--- config.mk ---
export PLATFORM = sky130hd
export DESIGN_NAME = vdc_regs
export DESIGN_NICKNAME = d
export VERILOG_FILES = /design/src/include/vdc_pkg.sv /design/src/hdl/vdc_regs.sv
export VERILOG_INCLUDE_DIRS = /design/src /design/src/include
export SDC_FILE = /design/constraint.sdc
export NUM_CORES = 1
export LEC_CHECK = 0
export BUFFER_PORTS_ARGS = -buffer_cell sky130_fd_sc_hd__buf_4
export CORE_MARGIN = 5
export CORE_UTILIZATION = 53
export DETAILED_ROUTE_END_ITERATION = 6
export GPL_TIMING_DRIVEN = 0
export PLACE_DENSITY = 0.8
export SYNTH_ARGS = -nofsm -noshare
export SYNTH_HDL_FRONTEND = slang
export SYNTH_SLANG_ARGS = --single-unit
--- constraint.sdc ---
create_clock -name clk_sys_i -period 2.9 [get_ports clk_sys_i]
set_input_delay 0.29 -clock clk_sys_i [delete_from_list [all_inputs] [get_ports clk_sys_i]]
set_output_delay 0.29 -clock clk_sys_i [all_outputs]
set_load 0.02 [all_outputs]
--- src/include/vdc_defs.svh ---
`ifndef VDC_DEFS_SVH
`define VDC_DEFS_SVH

// ****************************************************************
// Register indices inside one channel block
// ****************************************************************
`define VDC_IDX_CTRL      4'h1  // Standard control and status
`define VDC_IDX_HSTART    4'h2  // Horizontal start, low byte
`define VDC_IDX_HWIDTH    4'h3  // Horizontal width, low byte
`define VDC_IDX_VSTART    4'h4  // Vertical start, low byte
`define VDC_IDX_VHEIGHT   4'h5  // Vertical height, low byte
`define VDC_IDX_WINHI     4'h6  // Upper bits of the window values
`define VDC_IDX_HUE       4'h7  // Hue adjust
`define VDC_IDX_SAT       4'h8  // Saturation adjust
`define VDC_IDX_CONTRAST_ADJUST      4'h9  // Contrast adjust
`define VDC_IDX_BRT       4'hA  // Brightness adjust
`define VDC_IDX_LUMA      4'hB  // Luma filter control
`define VDC_CH_STRIDE     6'h10 // Index step between channels

// ****************************************************************
// Field positions
// ****************************************************************
`define VDC_CTRL_MAN      7     // Manual standard select
`define VDC_CTRL_FSTD_LO  4     // Forced standard, 3 bits
`define VDC_CTRL_AGC      3     // Auto gain enable
`define VDC_CTRL_PED      2     // Setup level enable
`define VDC_CTRL_NONSTD   1     // Nonstandard flag, read only
`define VDC_CTRL_FLD60    0     // Field rate flag, read only
`define VDC_WIN_VH8       5     // Height bit 8
`define VDC_WIN_VS8       4     // Vertical start bit 8
`define VDC_WIN_HW_LO     2     // Width bits 9:8
`define VDC_WIN_HS_LO     0     // Horizontal start bits 9:8
`define VDC_LUMA_TRAPW    7     // Luma trap width
`define VDC_LUMA_COMB_LO  5     // Comb mode, 2 bits
`define VDC_LUMA_PBAND    4     // Peaking band
`define VDC_LUMA_PGAIN_LO 0     // Peaking gain, 4 bits

// ****************************************************************
// Reset values
// ****************************************************************
`define VDC_RST_HSTART    10'h020
`define VDC_RST_HWIDTH    10'h2D0
`define VDC_RST_VSTART    9'h006
`define VDC_RST_VHEIGHT   9'h0F0
`define VDC_RST_MID       8'h80  // Hue, saturation, contrast, brightness

`endif

--- src/include/vdc_pkg.sv ---
package vdc_pkg;

  // ****************************************************************
  // Types shared by the register bank and its users
  // ****************************************************************

  // Video standards, in field encoding order
  typedef enum logic [2:0] {
    VDC_STD_PAL_BD, VDC_STD_PAL_M, VDC_STD_PAL_N, VDC_STD_PAL_60,
    VDC_STD_NTSC_M, VDC_STD_NTSC_443, VDC_STD_NTSC_N, VDC_STD_RSVD
  } vdc_std_t;

  // Comb filter modes, in field encoding order
  typedef enum logic [1:0] {
    VDC_COMB_ADAPT0, VDC_COMB_ADAPT1, VDC_COMB_TRAP, VDC_COMB_UNSUP
  } vdc_comb_t;

  // Detector status coming from one decoder channel
  typedef struct packed {
    logic [2:0] detected_std;  // Standard found by detection
    logic       video_present; // Video seen on the input
    logic       nonstandard;   // Source is non-standard
    logic       field_60;      // 1: 60 Hz, 0: 50 Hz
  } vdc_stat_t;

  // Settings driven into one decoder channel
  typedef struct packed {
    vdc_std_t   std_sel;       // Standard in use
    logic       agc_run;       // Gain loop allowed to run
    logic       setup_level;   // 7.5 IRE pedestal maps to code 16
    logic [9:0] h_start;
    logic [9:0] h_width;
    logic [8:0] v_start;
    logic [8:0] v_height;
    logic [7:0] hue;
    logic [7:0] saturation_gain;
    logic [7:0] contrast_gain;
    logic [7:0] brightness_offset;
    logic       luma_trap_width;
    logic       trap_forced;   // Comb bypassed, trap filter used
    logic       peaking_band;
    logic [3:0] peaking_gain;
  } vdc_cfg_t;

endpackage

--- src/hdl/vdc_regs.sv ---
`include "vdc_defs.svh"

module vdc_regs #(
  parameter int NCH = 4 // Video inputs, at most four
) (
  input wire logic clk_sys_i,
  input wire logic rstn_i,
  input wire logic hsel_i,
  input wire logic [31:0] haddr_i,
  input wire logic [1:0] htrans_i,
  input wire logic hwrite_i,
  input wire logic [2:0] hsize_i,
  input wire logic [31:0] hwdata_i,
  input wire logic hready_i,
  output logic hreadyout_o,
  output logic hresp_o,
  output logic [31:0] hrdata_o,
  input vdc_pkg::vdc_stat_t stat_i [NCH],
  output vdc_pkg::vdc_cfg_t cfg_o [NCH]
);

  // ****************************************************************
  // Bus slave
  // ****************************************************************

  logic take;               // Address phase accepted
  logic wr_ph_ff;           // Write data phase in progress
  logic rd_ph_ff;           // Read wait cycle in progress
  logic [5:0] idx_ff;       // Register index of the data phase
  logic hit_ff;             // Address inside the bank window
  logic [31:0] hrdata_ff;   // Read data register
  logic [1:0] wr_ch;        // Channel of the write
  logic [3:0] wr_reg;       // Register within the channel
  logic wr_en [NCH];        // Write strobe per channel

  // Only NONSEQ or SEQ, when the bus is ready; size is word only
  assign take = hsel_i && htrans_i[1] && hready_i;

  // Phase tracking; hsize is not checked since only words arrive
  always_ff @(posedge clk_sys_i) begin
    if (!rstn_i) begin
      wr_ph_ff <= 1'b0;
      rd_ph_ff <= 1'b0;
    end else begin
      wr_ph_ff <= take && hwrite_i;
      rd_ph_ff <= take && !hwrite_i;
    end
  end

  // Address latch; byte address is four times the index
  always_ff @(posedge clk_sys_i) begin
    if (!rstn_i) begin
      idx_ff <= 6'h00;
      hit_ff <= 1'b0;
    end else if (take) begin
      idx_ff <= haddr_i[7:2];
      hit_ff <= (haddr_i[31:8] == 24'h000000) && (haddr_i[1:0] == 2'h0);
    end
  end

  // Reads take one wait state so a write just before is seen
  assign hreadyout_o = !rd_ph_ff;
  // Always OKAY; unmapped reads return zero, writes are dropped
  assign hresp_o = 1'b0;
  assign hrdata_o = hrdata_ff;

  // Channel and register of the write in its data phase
  assign wr_ch = idx_ff[5:4];
  assign wr_reg = idx_ff[3:0];

  // ****************************************************************
  // Per-channel storage
  // ****************************************************************

  logic man_ff [NCH];          // Manual standard select
  logic [2:0] fstd_ff [NCH];   // Forced standard
  logic agc_ff [NCH];          // Auto gain enable
  logic ped_ff [NCH];          // Setup level enable
  logic [9:0] hs_ff [NCH];     // Horizontal start
  logic [9:0] hw_ff [NCH];     // Horizontal width
  logic [8:0] vs_ff [NCH];     // Vertical start
  logic [8:0] vh_ff [NCH];     // Vertical height
  logic [7:0] hue_ff [NCH];
  logic [7:0] sat_ff [NCH];
  logic [7:0] con_ff [NCH];
  logic [7:0] brt_ff [NCH];
  logic trapw_ff [NCH];        // Luma trap width
  logic [1:0] comb_ff [NCH];   // Comb mode
  logic pband_ff [NCH];        // Peaking band
  logic [3:0] pgain_ff [NCH];  // Peaking gain
  logic [2:0] std_ff [NCH];    // Standard actually in use

  // Strobe per channel; channels past NCH are unmapped
  always_comb begin
    for (int c = 0; c < NCH; c++) begin
      wr_en[c] = wr_ph_ff && hit_ff && (wr_ch == 2'(c));
    end
  end

  // Control and status register, writable part
  always_ff @(posedge clk_sys_i) begin
    for (int c = 0; c < NCH; c++) begin
      if (!rstn_i) begin
        man_ff[c] <= 1'b0;
        fstd_ff[c] <= 3'h0;
        agc_ff[c] <= 1'b0;
        ped_ff[c] <= 1'b0;
      end else if (wr_en[c] && wr_reg == `VDC_IDX_CTRL) begin
        // Read-only flags in bits 1:0 are not stored
        man_ff[c] <= hwdata_i[`VDC_CTRL_MAN];
        fstd_ff[c] <= hwdata_i[`VDC_CTRL_FSTD_LO +: 3];
        agc_ff[c] <= hwdata_i[`VDC_CTRL_AGC];
        ped_ff[c] <= hwdata_i[`VDC_CTRL_PED];
      end
    end
  end

  // Cropping window; low bytes and shared upper bits
  always_ff @(posedge clk_sys_i) begin
    for (int c = 0; c < NCH; c++) begin
      if (!rstn_i) begin
        hs_ff[c] <= `VDC_RST_HSTART;
        hw_ff[c] <= `VDC_RST_HWIDTH;
        vs_ff[c] <= `VDC_RST_VSTART;
        vh_ff[c] <= `VDC_RST_VHEIGHT;
      end else if (wr_en[c]) begin
        case (wr_reg)
          `VDC_IDX_HSTART: begin
            hs_ff[c][7:0] <= hwdata_i[7:0];
          end
          `VDC_IDX_HWIDTH: begin
            hw_ff[c][7:0] <= hwdata_i[7:0];
          end
          `VDC_IDX_VSTART: begin
            vs_ff[c][7:0] <= hwdata_i[7:0];
          end
          `VDC_IDX_VHEIGHT: begin
            vh_ff[c][7:0] <= hwdata_i[7:0];
          end
          `VDC_IDX_WINHI: begin
            // Bits 7:6 are not stored
            vh_ff[c][8] <= hwdata_i[`VDC_WIN_VH8];
            vs_ff[c][8] <= hwdata_i[`VDC_WIN_VS8];
            hw_ff[c][9:8] <= hwdata_i[`VDC_WIN_HW_LO +: 2];
            hs_ff[c][9:8] <= hwdata_i[`VDC_WIN_HS_LO +: 2];
          end
          default: begin
            // Other registers are not part of the window
          end
        endcase
      end
    end
  end

  // Picture adjustments; 128 is the neutral point of each
  always_ff @(posedge clk_sys_i) begin
    for (int c = 0; c < NCH; c++) begin
      if (!rstn_i) begin
        hue_ff[c] <= `VDC_RST_MID;
        sat_ff[c] <= `VDC_RST_MID;
        con_ff[c] <= `VDC_RST_MID;
        brt_ff[c] <= `VDC_RST_MID;
      end else if (wr_en[c]) begin
        case (wr_reg)
          `VDC_IDX_HUE: begin
            hue_ff[c] <= hwdata_i[7:0];
          end
          `VDC_IDX_SAT: begin
            sat_ff[c] <= hwdata_i[7:0];
          end
          `VDC_IDX_CONTRAST_ADJUST: begin
            con_ff[c] <= hwdata_i[7:0];
          end
          `VDC_IDX_BRT: begin
            brt_ff[c] <= hwdata_i[7:0];
          end
          default: begin
            // Not an adjustment register
          end
        endcase
      end
    end
  end

  // Luma filter control
  always_ff @(posedge clk_sys_i) begin
    for (int c = 0; c < NCH; c++) begin
      if (!rstn_i) begin
        trapw_ff[c] <= 1'b0;
        comb_ff[c] <= 2'h0;
        pband_ff[c] <= 1'b0;
        pgain_ff[c] <= 4'h0;
      end else if (wr_en[c] && wr_reg == `VDC_IDX_LUMA) begin
        trapw_ff[c] <= hwdata_i[`VDC_LUMA_TRAPW];
        comb_ff[c] <= hwdata_i[`VDC_LUMA_COMB_LO +: 2];
        pband_ff[c] <= hwdata_i[`VDC_LUMA_PBAND];
        pgain_ff[c] <= hwdata_i[`VDC_LUMA_PGAIN_LO +: 4];
      end
    end
  end

  // Standard in use; forced also serves as free-run with no video
  always_ff @(posedge clk_sys_i) begin
    for (int c = 0; c < NCH; c++) begin
      if (!rstn_i) begin
        std_ff[c] <= 3'h0;
      end else if (man_ff[c] || !stat_i[c].video_present) begin
        std_ff[c] <= fstd_ff[c];
      end else begin
        std_ff[c] <= stat_i[c].detected_std;
      end
    end
  end

  // ****************************************************************
  // Read path
  // ****************************************************************

  logic [7:0] rd_val;  // Selected register byte
  logic [1:0] rd_ch;   // Channel being read
  int rd_c;            // Channel as an array index

  assign rd_ch = idx_ff[5:4];
  assign rd_c = int'(rd_ch);

  // Read mux; unmapped indices and channels read zero
  always_comb begin
    rd_val = 8'h00;
    if (hit_ff && rd_c < NCH) begin
      case (idx_ff[3:0])
        `VDC_IDX_CTRL: begin
          // Live flags straight from the detector
          rd_val = {man_ff[rd_c], fstd_ff[rd_c], agc_ff[rd_c], ped_ff[rd_c],
                    stat_i[rd_c].nonstandard, stat_i[rd_c].field_60};
        end
        `VDC_IDX_HSTART: begin
          rd_val = hs_ff[rd_c][7:0];
        end
        `VDC_IDX_HWIDTH: begin
          rd_val = hw_ff[rd_c][7:0];
        end
        `VDC_IDX_VSTART: begin
          rd_val = vs_ff[rd_c][7:0];
        end
        `VDC_IDX_VHEIGHT: begin
          rd_val = vh_ff[rd_c][7:0];
        end
        `VDC_IDX_WINHI: begin
          rd_val = {2'h0, vh_ff[rd_c][8], vs_ff[rd_c][8],
                    hw_ff[rd_c][9:8], hs_ff[rd_c][9:8]};
        end
        `VDC_IDX_HUE: begin
          rd_val = hue_ff[rd_c];
        end
        `VDC_IDX_SAT: begin
          rd_val = sat_ff[rd_c];
        end
        `VDC_IDX_CONTRAST_ADJUST: begin
          rd_val = con_ff[rd_c];
        end
        `VDC_IDX_BRT: begin
          rd_val = brt_ff[rd_c];
        end
        `VDC_IDX_LUMA: begin
          rd_val = {trapw_ff[rd_c], comb_ff[rd_c], pband_ff[rd_c], pgain_ff[rd_c]};
        end
        default: begin
          rd_val = 8'h00;
        end
      endcase
    end
  end

  // Read data is caught in the wait cycle and then held
  always_ff @(posedge clk_sys_i) begin
    if (!rstn_i) begin
      hrdata_ff <= 32'h00000000;
    end else if (rd_ph_ff) begin
      hrdata_ff <= {24'h000000, rd_val};
    end
  end

  // ****************************************************************
  // Settings to the decoder channels
  // ****************************************************************

  // Field mapping plus the comb decode; every value comes from a flop above
  always_comb begin
    for (int c = 0; c < NCH; c++) begin
      cfg_o[c].std_sel = vdc_pkg::vdc_std_t'(std_ff[c]);
      cfg_o[c].agc_run = agc_ff[c];
      cfg_o[c].setup_level = ped_ff[c];
      cfg_o[c].h_start = hs_ff[c];
      cfg_o[c].h_width = hw_ff[c];
      cfg_o[c].v_start = vs_ff[c];
      cfg_o[c].v_height = vh_ff[c];
      cfg_o[c].hue = hue_ff[c];
      cfg_o[c].saturation_gain = sat_ff[c];
      cfg_o[c].contrast_gain = con_ff[c];
      cfg_o[c].brightness_offset = brt_ff[c];
      cfg_o[c].luma_trap_width = trapw_ff[c];
      // Unsupported code 3 keeps the adaptive comb, the safer choice
      cfg_o[c].trap_forced =
        (vdc_pkg::vdc_comb_t'(comb_ff[c]) == vdc_pkg::VDC_COMB_TRAP);
      cfg_o[c].peaking_band = pband_ff[c];
      cfg_o[c].peaking_gain = pgain_ff[c];
    end
  end

  // ****************************************************************
  // Checks
  // ****************************************************************

  property p_manual_std;
    @(posedge clk_sys_i) disable iff (!rstn_i)
    man_ff[0] |=> cfg_o[0].std_sel == vdc_pkg::vdc_std_t'($past(fstd_ff[0]));
  endproperty
  a_manual_std: assert property (p_manual_std) else $error("forced std not used");

  property p_auto_std;
    @(posedge clk_sys_i) disable iff (!rstn_i)
    (!man_ff[0] && stat_i[0].video_present) |=>
      std_ff[0] == $past(stat_i[0].detected_std);
  endproperty
  a_auto_std: assert property (p_auto_std) else $error("detected std not used");

  property p_window_reset;
    @(posedge clk_sys_i)
    !rstn_i |=> hs_ff[0] == 10'h020 && hw_ff[0] == 10'h2D0 &&
               vs_ff[0] == 9'h006 && vh_ff[0] == 9'h0F0;
  endproperty
  a_window_reset: assert property (p_window_reset) else $error("window reset wrong");

  property p_ctrl_flags;
    @(posedge clk_sys_i) disable iff (!rstn_i)
    (rd_ph_ff && hit_ff && idx_ff == 6'h21 && NCH > 2) |=>
      hrdata_o[1:0] == {$past(stat_i[2 % NCH].nonstandard), $past(stat_i[2 % NCH].field_60)};
  endproperty
  a_ctrl_flags: assert property (p_ctrl_flags) else $error("flag read wrong");

  property p_winhi_read;
    @(posedge clk_sys_i) disable iff (!rstn_i)
    (rd_ph_ff && hit_ff && idx_ff[3:0] == 4'h6) |=> hrdata_o[31:6] == 26'h0000000;
  endproperty
  a_winhi_read: assert property (p_winhi_read) else $error("window high bits");

  property p_read_wait;
    @(posedge clk_sys_i) disable iff (!rstn_i)
    (take && !hwrite_i) |=> !hreadyout_o ##1 hreadyout_o;
  endproperty
  a_read_wait: assert property (p_read_wait) else $error("read wait wrong");

  property p_hue_write;
    @(posedge clk_sys_i) disable iff (!rstn_i)
    (wr_ph_ff && hit_ff && idx_ff == 6'h17) |=>
      cfg_o[1 % NCH].hue == $past(hwdata_i[7:0]) || NCH < 2;
  endproperty
  a_hue_write: assert property (p_hue_write) else $error("channel hue write");

  property p_comb_trap;
    @(posedge clk_sys_i) disable iff (!rstn_i)
    (wr_ph_ff && hit_ff && idx_ff == 6'h0B) |=>
      cfg_o[0].trap_forced == ($past(hwdata_i[6:5]) == 2'h2);
  endproperty
  a_comb_trap: assert property (p_comb_trap) else $error("comb decode wrong");

  property p_adjust_reset;
    @(posedge clk_sys_i)
    !rstn_i ##1 rstn_i |-> cfg_o[0].hue == 8'h80 && cfg_o[0].contrast_gain == 8'h80 &&
      cfg_o[0].peaking_gain == 4'h0 && !cfg_o[0].agc_run;
  endproperty
  a_adjust_reset: assert property (p_adjust_reset) else $error("adjust reset wrong");

endmodule

==> out/results.ini <==
[outcome]
status = finished with violations
violations = negative setup slack

[cells_and_area]
nNetsFinal = 1801
mostFrequentLayoutCells = buf_4, edfxtp_1, and3_1
syn2layout_area_growth_pct = 29.1
final_common_cell = buf_4
fin_util_pct = 69.0
layout-drive-gt1-share_pct = 36.9
fin_area_um2 = 22400

[global_route]
grt_usage_pct = 39.0
grt_max_degree = 14
overflow = 0
grt_pass1_vias = 14100
grt_antenna_before_repair = 5
grt_pass1_wl_um = 100000

[setup_path]
crit_type = flop to flop
cp-start-kind = flop
required_ps = 3050
path_max_fanout = 10
r2r_cells = 5
cp-end-kind = flop
arrival_ps = 3150

[sta]
rsz0062_at_grt = yes
max-slew-margin-rel_pct = 10.2
setup_ws_ps = -98.4
hold_violations = 0
skew_ps = 12.9
tightest_slew_ps = 1330
drv_slew = 0
max_freq_mhz = 334
finalSetupViolations = 55
fin_crit_ps = 3000
period_share_pct = 103

[synthesis]
ys_warn_count = 0
avgSynthCellArea_um2 = 14.2
yosysSeqAreaShare_pct = 62.2
ys_seq_elements = 367
syn_inst = 1222
yosys.area.top_type = edfxtp_1
ys_types = 43
synth_top_area_share_pct = 59.4
syn_area_um2 = 17300
synth_edf_count = 343
ys_top_cells_by_area = edfxtp_1, mux4_2, and3_1
ys.flop_type = edfxtp_1
async_flop_share_pct = 0

[floorplan]
rows = 66
die_w_um = 191
coreArea_um2 = 32500
start_util_pct = 53.4
io_pins = 460
dieArea_um2 = 36400
die_h_um = 191

[power_and_ir_drop]
p_clk_share_pct = 41.4
pwr-share-seq_pct = 49.3
p_sw_mw = 2.90
vdd_drop_max_v = 0.000373
p_sw_share_pct = 23.6
share_comb_of_total_power_pct = 9.3
intPower_mw = 9.37
p_leak_nw = 9.29
power_density_nw_per_um2 = 548

[clock_network]
clk_pin_slew_ps = 60
cts_tree = yes
insertion_delay_ps = 530
cts_root_buf = clkbuf_16
cts_buffer_depth = 3
htree_num_levels = 2
cts_inserted_buffers = 39
cts.sink_count = 367
post-cts-setup-buffers = 0

[routing]
wl_per_cell_um = 33.8
drc = 0
drt_iter0_markers = 2406
drtAntennaViolNets = 0
via_per_inst = 6.73
first_pass_iters = 6
wl_um = 73500
vias = 14700

[job]
cap_violations = 0

[place]
io_buffers = 401
placed_area_um2 = 21100
place.gp.congestion = 1.06
hpwl_um = 55000

[min_path]
hold-path-cell-count = 3
hold_path_class = primary input to flop

==> Yosys cell counts, types with 16 or more instances <==
master / n
a21oi_1: 18
a22oi_1: 34
and3_1: 273
buf_2: 25
buf_4: 49
clkbuf_1: 104
dfxtp_1: 24
edfxtp_1: 343
mux2i_1: 16
mux4_2: 86
nand2_1: 28
nor2_1: 19
nor2b_1: 20
o21ai_0: 43
or3_1: 62
==> stage by stage <==
stage	setup WS [ps]	cells	total power [mW]	setup TNS, ps	hold WS [ps]
global placement	-332	2100	7.24	-32590	462
floorplan	715	1257	6.67	0	367
CTS	-14.8	2172	12.2	-97.7	34.8
detailed placement	-408	2103	7.26	-31870	470
finish	-98.4	2176	12.3	-3440	33.1
global route	-191	2173	12.5	-7710	43.7
==> critical path, stage by stage, from the launching register on <==
cell and delay, ps:
dfxtp_1 520, buf_4 290, buf_2 400, nand3_1 320, clkbuf_1 300, o21ai_1 770
==> final timing paths <==
path                     startpoint                         to  slack, ps
min reg2reg       ped_ff[2]$_DFF_P_          ped_ff[2]$_DFF_P_        510
max reg2reg  idx_ff[1]$_SDFFE_PN0P_  hw_ff[3][6]$_SDFFCE_PN1P_       -100
max          idx_ff[1]$_SDFFE_PN0P_  hw_ff[3][6]$_SDFFCE_PN1P_       -100
min                      haddr_i[6]                       flop         30
==> final cells by class <==
| class | count | area (um^2) |
|---|---|---|
| diodes | 4 | 10.0 |
| plain buffers | 185 | 948 |
| clock buffers | 56 | 1120 |
| clock inverters | 12 | 151 |
| fillers | 2355 | 10100 |
| inverters | 3 | 11.3 |
| multi-input cells | 702 | 5770 |
| flip-flops and latches | 367 | 10800 |
| well taps | 442 | 553 |
| repair buffers | 405 | 3040 |
==> registers in the layout, summed over array words and instances (netlist names), 4 cells and up, named ones only <==
| name | flops |
|---|---|
| hrdata_o | 8 |
| sat_ff | 32 |
| con_ff | 32 |
| vs_ff | 36 |
| comb_ff | 8 |
| man_ff | 4 |
| pgain_ff | 16 |
| std_ff | 12 |
| brt_ff | 32 |
| agc_ff | 4 |
| hue_ff | 32 |
| idx_ff | 6 |
| fstd_ff | 12 |
| ped_ff | 4 |
| pband_ff | 4 |
| hw_ff | 40 |
| hs_ff | 40 |
| trapw_ff | 4 |
| vh_ff | 36 |
==> power groups by stage <==
| stage | logic, mW | clock network, mW | registers, mW |
|---|---|---|---|
| after CTS | 1.11 | 5.02 | 6.04 |
| after global routing | 1.17 | 5.24 | 6.05 |
| after detailed placement | 1.10 | 0 | 6.15 |
| after global placement | 1.09 | 0 | 6.15 |
| final | 1.14 | 5.07 | 6.05 |
| after floorplan | 0.415 | 0 | 6.26 |
==> cell families (layout without fill, tap and decap cells) <==
logic type             after synthesis  after routing  share of synthesized area, %
DFF                                367            367                          62.2
and+or+nand+nor                    445            445                          16.0
AOI/OAI and AO/OA                  118            118                          4.20
buffers and inverters              188            661                          5.53
other                                2             41                        0.0433
muxes                              102            102                          12.1
==> routing by layer <==
layer | track usage, % | wire (um) | share of wire (%) | vias to the layer above
met1 | 50.0 | 23500 | 32 | 7000
met5 | 0 | 14 | 0.019 | -
met2 | 58.2 | 32000 | 44 | 1648
li1 | - | - | - | 5670
met4 | 21.1 | 5290 | 7.2 | 2
met3 | 14.7 | 12600 | 17 | 334
==> timing repair <==
item / CTS / global route
setup endpoints to repair: 208 / 145
resized for setup: 29 / 13
hold endpoints to repair: 1 / 0
hold buffers: 1 / 0
Power figures use the tool's default switching activity.
